**src/verilog/cbv_pkg.sv**
```systemverilog
// package: register map, field layout and constants of the can receive buffer view
package cbv_pkg;
   localparam int ID_W = 29;
   localparam int ID_MSB = 28;
   localparam logic [4:0] ID_LAST = 5'h1c;
   localparam int TS_W = 16;
   localparam int TS_HI_LSB = 0;
   // register indices; byte address is four times the index
   localparam logic [5:0] IDX_EXT_ID2 = 6'h22;
   localparam logic [5:0] IDX_EXT_ID3 = 6'h23;
   localparam logic [5:0] IDX_DATA0 = 6'h24;
   localparam logic [5:0] IDX_DATA7 = 6'h2b;
   localparam logic [5:0] IDX_LENGTH = 6'h2c;
   localparam logic [5:0] IDX_TS_HIGH = 6'h2e;
   localparam logic [5:0] IDX_CTRL = 6'h38;
   localparam logic [5:0] IDX_STATUS = 6'h39;
   // control register bits
   localparam int CTRL_TIME_EN = 0;
   localparam int CTRL_INIT = 1;
   localparam int CTRL_TX_GO = 2;
   // status register bits
   localparam int STAT_FULL = 0;
   localparam int STAT_LOST = 1;
   localparam int STAT_BUSY = 2;
   // values after reset, and the largest data byte count
   localparam logic INIT_RESET = 1'b1;
   localparam logic TIME_EN_RESET = 1'b0;
   localparam logic [7:0] BUF_RESET = 8'h00;
   localparam logic [3:0] DLC_MAX = 4'h8;
   typedef enum logic [0:0] {
      ARB_IDLE = 1'b0,
      ARB_SHIFT = 1'b1
   } cbv_arb_state_t;
endpackage

```
**src/verilog/cbv_arb_if.sv**
```systemverilog
// interface: buffer core to identifier arbitration shifter
`timescale 1ns/1ps
`default_nettype none
interface cbv_arb_if;
   logic load;
   logic tick;
   logic [cbv_pkg::ID_W-1:0] id;
   logic bus_bit;
   logic tx_bit;
   logic busy;
   logic lost;
   logic done;
   modport ctrl(output load, tick, id, bus_bit, input tx_bit, busy, lost, done);
   modport shifter(input load, tick, id, bus_bit, output tx_bit, busy, lost, done);
endinterface
`default_nettype wire

```
**src/verilog/cbv_id_shifter.sv**
```systemverilog
// module: sends the extended identifier msb first and watches arbitration
`timescale 1ns/1ps
`default_nettype none
module cbv_id_shifter (
   input wire logic pclk,
   input wire logic presetn,
   input wire logic ce,
   cbv_arb_if.shifter arb
);
   typedef struct packed {
      cbv_pkg::cbv_arb_state_t state;
      logic [cbv_pkg::ID_W-1:0] shreg;
      logic [4:0] cnt;
      logic tx_bit;
      logic lost;
      logic done;
   } cbv_shift_t;

   localparam cbv_shift_t SH_RESET = '{state: cbv_pkg::ARB_IDLE, tx_bit: 1'b1, default: '0};

   cbv_shift_t q;
   cbv_shift_t next_q;

   // one bit per bit tick; a recessive bit read back dominant loses
   always_comb begin
      next_q = q;
      next_q.lost = 1'b0;
      next_q.done = 1'b0;
      case (q.state)
         cbv_pkg::ARB_IDLE: begin
            next_q.tx_bit = 1'b1;
            if (arb.load) begin
               next_q.shreg = arb.id;
               next_q.tx_bit = arb.id[cbv_pkg::ID_MSB];
               next_q.cnt = cbv_pkg::ID_LAST;
               next_q.state = cbv_pkg::ARB_SHIFT;
            end
         end
         cbv_pkg::ARB_SHIFT: begin
            if (arb.tick) begin
               if (q.tx_bit && !arb.bus_bit) begin
                  next_q.lost = 1'b1;
                  next_q.tx_bit = 1'b1;
                  next_q.state = cbv_pkg::ARB_IDLE;
               end else if (q.cnt == 5'h00) begin
                  next_q.done = 1'b1;
                  next_q.tx_bit = 1'b1;
                  next_q.state = cbv_pkg::ARB_IDLE;
               end else begin
                  next_q.shreg = {q.shreg[cbv_pkg::ID_W-2:0], 1'b1};
                  next_q.tx_bit = q.shreg[cbv_pkg::ID_MSB-1];
                  next_q.cnt = q.cnt - 5'h01;
               end
            end
         end
         default: next_q = SH_RESET;
      endcase
   end

   // state register, frozen while the clock enable is low
   always_ff @(posedge pclk or negedge presetn) begin
      if (!presetn) begin
         q <= SH_RESET;
      end else if (ce) begin
         q <= next_q;
      end
   end

   assign arb.tx_bit = q.tx_bit;
   assign arb.busy = (q.state == cbv_pkg::ARB_SHIFT);
   assign arb.lost = q.lost;
   assign arb.done = q.done;
endmodule
`default_nettype wire

```
**src/verilog/cbv_rx_buffer.sv**
```systemverilog
// module: can receive buffer view with apb register access and time stamp
`timescale 1ns/1ps
`default_nettype none
module cbv_rx_buffer (
   input wire logic pclk,
   input wire logic presetn,
   input wire logic ce,
   input wire logic psel,
   input wire logic penable,
   input wire logic pwrite,
   input wire logic [7:0] paddr,
   input wire logic [31:0] pwdata,
   output logic [31:0] prdata,
   output logic pready,
   output logic pslverr,
   input wire logic rx_frame_valid,
   input wire logic [28:0] rx_extended_identifier,
   input wire logic rx_substitute_remote_flag,
   input wire logic rx_extended_id_flag,
   input wire logic rx_remote_request_bit,
   input wire logic [3:0] rx_length_code,
   input wire logic [63:0] rx_data_bits,
   input wire logic bit_tick,
   input wire logic can_rx,
   output logic can_tx,
   output logic tx_remote_request_bit,
   output logic [3:0] tx_length_code,
   output logic [3:0] tx_data_count,
   output logic rx_buffer_full
);
   typedef struct packed {
      logic [13:0] id_hi;
      logic [7:0] ext_id_mid_bits;
      logic [6:0] ext_id_low_bits;
      logic remote_request_flag;
      logic substitute_remote_flag;
      logic extended_id_flag;
      logic [7:0][7:0] data;
      logic [3:0] length_code;
      logic [cbv_pkg::TS_W-1:0] timer;
      logic [7:0] ts_high;
      logic time_en;
      logic init_mode;
      logic full;
      logic lost;
      logic go;
      logic [3:0] tx_count;
      logic rx_meta;
      logic rx_sync;
      logic [31:0] rdata;
      logic rd_ok;
   } cbv_state_t;

   // buffer contents are undefined for software; zero is just what we load
   localparam cbv_state_t ST_RESET = '{
      init_mode: cbv_pkg::INIT_RESET,
      time_en: cbv_pkg::TIME_EN_RESET,
      default: '0
   };

   cbv_state_t q;
   cbv_state_t next_q;
   cbv_arb_if arb ();

   logic [5:0] idx;
   logic aligned;
   logic setup;
   logic access;
   logic wr;
   logic hit;
   logic [7:0] rd_byte;
   logic [2:0] dsel;
   logic [7:0] wbyte;

   assign idx = paddr[7:2];
   assign aligned = (paddr[1:0] == 2'h0);
   // a transfer captures read data every cycle until its completing access cycle
   assign setup = psel && !access;
   assign access = psel && penable && pready;
   assign dsel = 3'(idx - cbv_pkg::IDX_DATA0);
   assign wbyte = pwdata[7:0];

   // address decode and read mux; unmapped words read zero with an error
   always_comb begin
      hit = aligned;
      rd_byte = 8'h00;
      if (!aligned) begin
         hit = 1'b0;
      end else if (idx == cbv_pkg::IDX_EXT_ID2) begin
         rd_byte = q.ext_id_mid_bits;
      end else if (idx == cbv_pkg::IDX_EXT_ID3) begin
         rd_byte = {q.ext_id_low_bits, q.remote_request_flag};
      end else if (idx >= cbv_pkg::IDX_DATA0 && idx <= cbv_pkg::IDX_DATA7) begin
         rd_byte = q.data[dsel];
      end else if (idx == cbv_pkg::IDX_LENGTH) begin
         rd_byte = {4'h0, q.length_code};
      end else if (idx == cbv_pkg::IDX_TS_HIGH) begin
         rd_byte = q.ts_high;
      end else if (idx == cbv_pkg::IDX_CTRL) begin
         rd_byte = {5'h00, 1'b0, q.init_mode, q.time_en};
      end else if (idx == cbv_pkg::IDX_STATUS) begin
         rd_byte = {5'h00, arb.busy, q.lost, q.full};
      end else begin
         hit = 1'b0;
      end
   end

   assign wr = access && pwrite && hit;

   // next state: synchroniser, timer, register writes, frame capture
   always_comb begin
      next_q = q;
      next_q.go = 1'b0;
      // can_rx pin passes two flops before anything reads it
      next_q.rx_meta = can_rx;
      next_q.rx_sync = q.rx_meta;
      // free-running stamp timer, wraps silently, zero in init mode
      if (q.init_mode) begin
         next_q.timer = '0;
      end else if (bit_tick) begin
         next_q.timer = q.timer + 16'h0001;
      end
      // read data is taken before completion and held to the access
      next_q.rd_ok = setup;
      if (setup) begin
         next_q.rdata = {24'h000000, rd_byte};
      end
      // software writes; time stamp word ignores them
      if (wr) begin
         if (idx == cbv_pkg::IDX_EXT_ID2) begin
            next_q.ext_id_mid_bits = wbyte;
         end else if (idx == cbv_pkg::IDX_EXT_ID3) begin
            next_q.ext_id_low_bits = wbyte[7:1];
            next_q.remote_request_flag = wbyte[0];
         end else if (idx >= cbv_pkg::IDX_DATA0 && idx <= cbv_pkg::IDX_DATA7) begin
            next_q.data[dsel] = wbyte;
         end else if (idx == cbv_pkg::IDX_LENGTH) begin
            next_q.length_code = wbyte[3:0];
         end else if (idx == cbv_pkg::IDX_TS_HIGH) begin
            next_q.ts_high = q.ts_high;
         end else if (idx == cbv_pkg::IDX_CTRL) begin
            next_q.time_en = wbyte[cbv_pkg::CTRL_TIME_EN];
            next_q.init_mode = wbyte[cbv_pkg::CTRL_INIT];
            next_q.go = wbyte[cbv_pkg::CTRL_TX_GO] && !arb.busy;
         end else if (idx == cbv_pkg::IDX_STATUS) begin
            // write one to clear
            if (wbyte[cbv_pkg::STAT_FULL]) begin
               next_q.full = 1'b0;
            end
            if (wbyte[cbv_pkg::STAT_LOST]) begin
               next_q.lost = 1'b0;
            end
         end
      end
      // lost arbitration is sticky; the set beats a clear
      if (arb.lost) begin
         next_q.lost = 1'b1;
      end
      // a valid frame overwrites the buffer in one cycle and then shows full
      if (rx_frame_valid) begin
         next_q.id_hi = rx_extended_identifier[28:15];
         next_q.ext_id_mid_bits = rx_extended_identifier[14:7];
         next_q.ext_id_low_bits = rx_extended_identifier[6:0];
         next_q.remote_request_flag = rx_remote_request_bit;
         next_q.substitute_remote_flag = rx_substitute_remote_flag;
         next_q.extended_id_flag = rx_extended_id_flag;
         next_q.length_code = rx_length_code;
         for (int i = 0; i < 8; i++) begin
            // bytes past the length code are stored but meaningless
            next_q.data[i] = rx_data_bits[i*8 +: 8];
         end
         if (q.time_en) begin
            next_q.ts_high = q.timer[cbv_pkg::TS_HI_LSB +: 8];
         end
         next_q.full = 1'b1;
      end
      // byte count for sending; remote frames carry no data
      if (q.remote_request_flag) begin
         next_q.tx_count = 4'h0;
      end else if (q.length_code > cbv_pkg::DLC_MAX) begin
         next_q.tx_count = cbv_pkg::DLC_MAX;
      end else begin
         next_q.tx_count = q.length_code;
      end
   end

   // state register, frozen while the clock enable is low
   always_ff @(posedge pclk or negedge presetn) begin
      if (!presetn) begin
         q <= ST_RESET;
      end else if (ce) begin
         q <= next_q;
      end
   end

   // identifier for arbitration, msb first
   assign arb.load = q.go;
   assign arb.tick = bit_tick;
   assign arb.id = {q.id_hi, q.ext_id_mid_bits, q.ext_id_low_bits};
   assign arb.bus_bit = q.rx_sync;

   cbv_id_shifter u_shifter (
      .pclk(pclk),
      .presetn(presetn),
      .ce(ce),
      .arb(arb)
   );

   // bus answer: zero wait states while ce is high; any transfer waits while ce is low,
   // and a read whose setup saw ce low waits until a cycle with ce high has captured its data
   assign pready = ce && (pwrite || q.rd_ok);
   assign pslverr = psel && penable && !hit;
   assign prdata = q.rdata;
   assign can_tx = arb.tx_bit;
   assign tx_remote_request_bit = q.remote_request_flag;
   assign tx_length_code = q.length_code;
   assign tx_data_count = q.tx_count;
   assign rx_buffer_full = q.full;
endmodule
`default_nettype wire
```
**config.mk**
```make
export PLATFORM = sky130hd
export DESIGN_NAME = cbv_rx_buffer
export DESIGN_NICKNAME = d
export VERILOG_FILES = /design/src/verilog/cbv_pkg.sv /design/src/verilog/cbv_arb_if.sv /design/src/verilog/cbv_id_shifter.sv /design/src/verilog/cbv_rx_buffer.sv
export SDC_FILE = /design/constraint.sdc
export NUM_CORES = 1
export LEC_CHECK = 0
export BUFFER_PORTS_ARGS = -buffer_cell sky130_fd_sc_hd__buf_2
export CAP_MARGIN = 25
export CORE_ASPECT_RATIO = 1.75
export CORE_MARGIN = 5
export CORE_UTILIZATION = 50
export CTS_CLUSTER_DIAMETER = 50
export CTS_CLUSTER_SIZE = 20
export DETAILED_ROUTE_END_ITERATION = 12
export GPL_ROUTABILITY_DRIVEN = 0
export GPL_TIMING_DRIVEN = 0
export PLACE_DENSITY = 0.77
export SLEW_MARGIN = 20
export SYNTH_ARGS = -nofsm -noshare
export SYNTH_HDL_FRONTEND = slang
export SYNTH_SLANG_ARGS = --single-unit
```
**constraint.sdc**
```tcl
create_clock -name pclk -period 5.44 [get_ports pclk]
set_input_delay 1.088 -clock pclk [delete_from_list [all_inputs] [get_ports pclk]]
set_output_delay 1.088 -clock pclk [all_outputs]
set_load 0.01 [all_outputs]
```
==> flow_metrics.env <==
export IMPL_run_status="completed"
export IMPL_seq_area_frac_synth_pct=48.94
export IMPL_grt_first_pass_wirelength_um=42430
export IMPL_fmax_ghz=0.3016
export IMPL_wirelength_um=27530
export IMPL_synth_top_cell_area_share_pct=48.34
export IMPL_globalRouteOverflowTotal=0
export IMPL_timing_max_cap_violations=0
export IMPL_timing_rr_start="u_shifter.q[3]"
export IMPL_worstPathCellList="buf_2 > or2_1 > buf_2 > o2111a_2 > a21oi_1 > buf_2"
export IMPL_netlist_instances=851
export IMPL_nFillCells=1505
export IMPL_timing_hold_worst_path_depth=2
export IMPL_hp_start="arb.id[16]"
export IMPL_clock_tree_root_cell="sky130_fd_sc_hd__clkbuf_16"
export IMPL_rr_worst_depth=8
export IMPL_yosys_top_cells_area="sky130_fd_sc_hd__dfrtp_1 48%, sky130_fd_sc_hd__a221o_1 7.4%, sky130_fd_sc_hd__nor2_1 3.6%"
export IMPL_clkSinkCount=170
export IMPL_number_of_synthesized_flops_with_an_enable_pin=0
export IMPL_floorplan_io_pins=194
export IMPL_critPathTopFamily="compound AO/OA/AOI/OAI gates"
export IMPL_period_minus_slack_ns=3.315
export IMPL_h_tree_levels=4
export IMPL_critical_path_required_ns=4.35
export IMPL_drt_first_pass_iters=5
export IMPL_holdBufCountCts=0
export IMPL_cts_buffer_depth=2
export IMPL_effective_utilization_at_floorplan_pct=51.08
export IMPL_ys_flop_type="sky130_fd_sc_hd__dfrtp_1"
export IMPL_synthMuxAreaShare_pct=9.653
export IMPL_worst_path_most_repeated_cell="sky130_fd_sc_hd__buf_2"
export IMPL_worst_hold_path_endpoint="arb.id[16]"
export IMPL_rsz0062_at_grt="false"
export IMPL_clock_buffers_created_by_tritoncts=17
export IMPL_dpl_wire_length_um=20540
export IMPL_fin_setup_tns_ns=0
export IMPL_finalHoldWorstSlack_ns=0.4842
export IMPL_worst_slew_margin_pct=33.52
export IMPL_drt_vias_per_instance=6.028
export IMPL_yosys_area_share_adder_pct=0.2877
export IMPL_final_net_count=1187
export IMPL_tightest_slew_ns=0.9926
export IMPL_min_path_type="flop to flop"
export IMPL_post_cts_buffers=0
export IMPL_final_count_of_hold_timing_violations=0
export IMPL_synthesis_yosys_warnings=0
export IMPL_worst_clock_skew_ns=0.01488
export IMPL_detail_route_drc_violations=0
export IMPL_die_x_um=109.7
export IMPL_period_share_pct=60.94
export IMPL_syn_avg_cell_area_um2=10.22
export IMPL_antennaDiodeCount=0
export IMPL_port_buffer_count=141
export IMPL_worst_r2r_dst="u_shifter.q[7]"
export IMPL_synth_top_family_by_area="compound AO/OA/AOI/OAI gates"
export IMPL_p_leak_nw=4.826
export IMPL_postSynth_asyncResetShare_pct=100.0
export IMPL_cp_launch_type="input pin"
export IMPL_cts_tree="done"
export IMPL_routedWlPerCell_um=21.57
export IMPL_synth_cell_area_um2=8697
export IMPL_crit_type="input pin to primary output"
export IMPL_route_antenna_remaining_nets=0
export IMPL_drtIter0Drc=682
export IMPL_timing_critical_path_depth=6
export IMPL_yosys_register_bits=170
export IMPL_layout_drive_gt1_share_pct=26.79
export IMPL_worstPathMaxFanout=7
export IMPL_use_met1_pct=32.49
export IMPL_synth_compound_area_share_pct=20.24
export IMPL_crit_buf_inv=3
export IMPL_synth_distinct_cells=63
export IMPL_coreArea_um2=17030
export IMPL_mostFrequentLayoutCell="sky130_fd_sc_hd__dfrtp_1"
export IMPL_slew_viol_final=0
export IMPL_peakVddDrop_uv=168.7
export IMPL_synthDominantAreaCellType="sky130_fd_sc_hd__dfrtp_1"
export IMPL_clock_insertion_delay_worst_skew_ns=0.44
export IMPL_die_area_um2=20240
export IMPL_worst_ep_arrival_time_ns=2.23
export IMPL_critPathMaxStageDelay_ns=0.32
export IMPL_synthSimpleGateAreaFrac_pct=12.57
export IMPL_grt_busiest_layer="met2"
export IMPL_antenna_violations_before_repair=0
export IMPL_layout_core_utilization_pct=61.24
export IMPL_layout_area_overhead_vs_synth_pct=19.90
export IMPL_clk_pin_slew_worst_paths_ns=0.07
export IMPL_worst_r2r_setup_slack_ns=2.99
export IMPL_setup_violations_final=0
export IMPL_synth_xor_area_share_pct=0.5035
export IMPL_power_density_nw_per_um2=329.8
export IMPL_critical_path_top_delay_cell="sky130_fd_sc_hd__o2111a_2"
export IMPL_cp_end_kind="primary output"
export IMPL_groute_usage_overall_pct=27.91
export IMPL_dr_total_vias=7692
export IMPL_final_cell_mix="168 x sky130_fd_sc_hd__dfrtp_1, 154 x sky130_fd_sc_hd__buf_2, 84 x sky130_fd_sc_hd__nor2_1"
export IMPL_pin_count_of_the_biggest_net_entering_global_routing=100
export IMPL_grt_met3_usage_pct=4.732
export IMPL_met2_usage_pct=47.03
export IMPL_num_rows=63
export IMPL_cts_resized_gates=0
export IMPL_vert_die_dim_um=184.5
export IMPL_first_global_vias=7840
==> cell families (layout without fill, tap and decap cells) <==
kind of cell / count (synthesis) / in the layout
AO/OA/AOI/OAI: 237 / 237
AND/OR/NAND/NOR: 236 / 236
flip-flops: 170 / 170
buffers and inverters: 134 / 309
multiplexers: 66 / 66
XOR/XNOR: 5 / 5
adder cells (fa/ha/maj): 2 / 2
other: 1 / 24
==> layout make-up <==
class	count	area, µm²	area share [%]
Timing Repair Buffer	143	750.7	7.199
Clock buffer	17	425.4	4.080
Sequential cell	170	4257	40.82
Tap cell	227	284.0	2.724
Inverter	44	165.2	1.584
Clock inverter	15	175.2	1.680
Multi-Input combinational cell	570	3861	37.03
Buffer	90	509.2	4.884
==> registers in the layout (all words and copies together), names as in the netlist <==
| name | cells |
|---|---|
| q | 84 |
| u_shifter.q | 33 |
| arb.id | 29 |
| prdata | 8 |
| tx_data_count | 4 |
| tx_length_code | 4 |
| arb.bus_bit | 1 |
| arb.load | 1 |
| next_q | 1 |
| rx_buffer_full | 1 |
| tx_remote_request_bit | 1 |
| u_shifter.arb.busy | 1 |
| u_shifter.arb.lost | 1 |
| u_shifter.arb.tx_bit | 1 |
==> stage by stage <==
stage,instances,power (mW),setup WS [ns],instance area [µm²]
floorplan,874,1.994,2.258,8783
CTS,1275,3.435,2.133,10410
global placement,1242,2.204,0.5799,9773
global route,1276,3.574,2.053,10430
detailed placement,1243,2.231,2.141,9811
finish,1276,3.439,2.125,10430
==> power by group <==
group / total, mW / internal [mW] / switching (mW) / leakage (nW)
sequential: 1.65 / 1.48 / 0.169 / 2.11
clock: 1.21 / 0.620 / 0.593 / 0.289
combinational: 0.579 / 0.281 / 0.297 / 2.43
==> layer usage <==
| metal | wire (µm) | share of wire (%) | up-vias |
|---|---|---|---|
| met2 | 14040 | 51 | 421 |
| li1 | - | - | 3420 |
| met1 | 9833 | 36 | 3756 |
| met5 | 0 | 0 | - |
| met3 | 2039 | 7.4 | 95 |
| met4 | 1618 | 5.9 | 0 |
==> cell usage after synthesis (all sizes together), types with 5 or more instances <==
master	number
inv	42
nand2b	8
mux2i	31
a22oi	29
a21oi	28
dfrtp	168
o21ai	63
nand3	15
nor2b	9
or2	5
and3	10
o22ai	9
a221o	64
clkbuf	31
o21a	5
or3	5
mux4	12
nor3	10
mux2	23
a21o	5
buf	59
nand2	76
nor4	5
nor2	84
==> worst max-delay path by stage <==
stage,startpoint,end,slack [ns]
2_1_floorplan,paddr[4],pslverr,2.26
3_3_place_gp,presetn,arb.id[19],0.58
3_5_place_dp,paddr[5],pslverr,2.14
4_1_cts,paddr[5],pslverr,2.13
5_1_grt,paddr[5],pslverr,2.05
6_report,paddr[5],pslverr,2.12
==> worst min-delay path, cell delays in order (launching register included) <==
cell                      delay, ns
sky130_fd_sc_hd__dfrtp_1       0.35
sky130_fd_sc_hd__nand2_1       0.05
sky130_fd_sc_hd__nand2_1       0.06
Power figures use the tool's default switching activity.
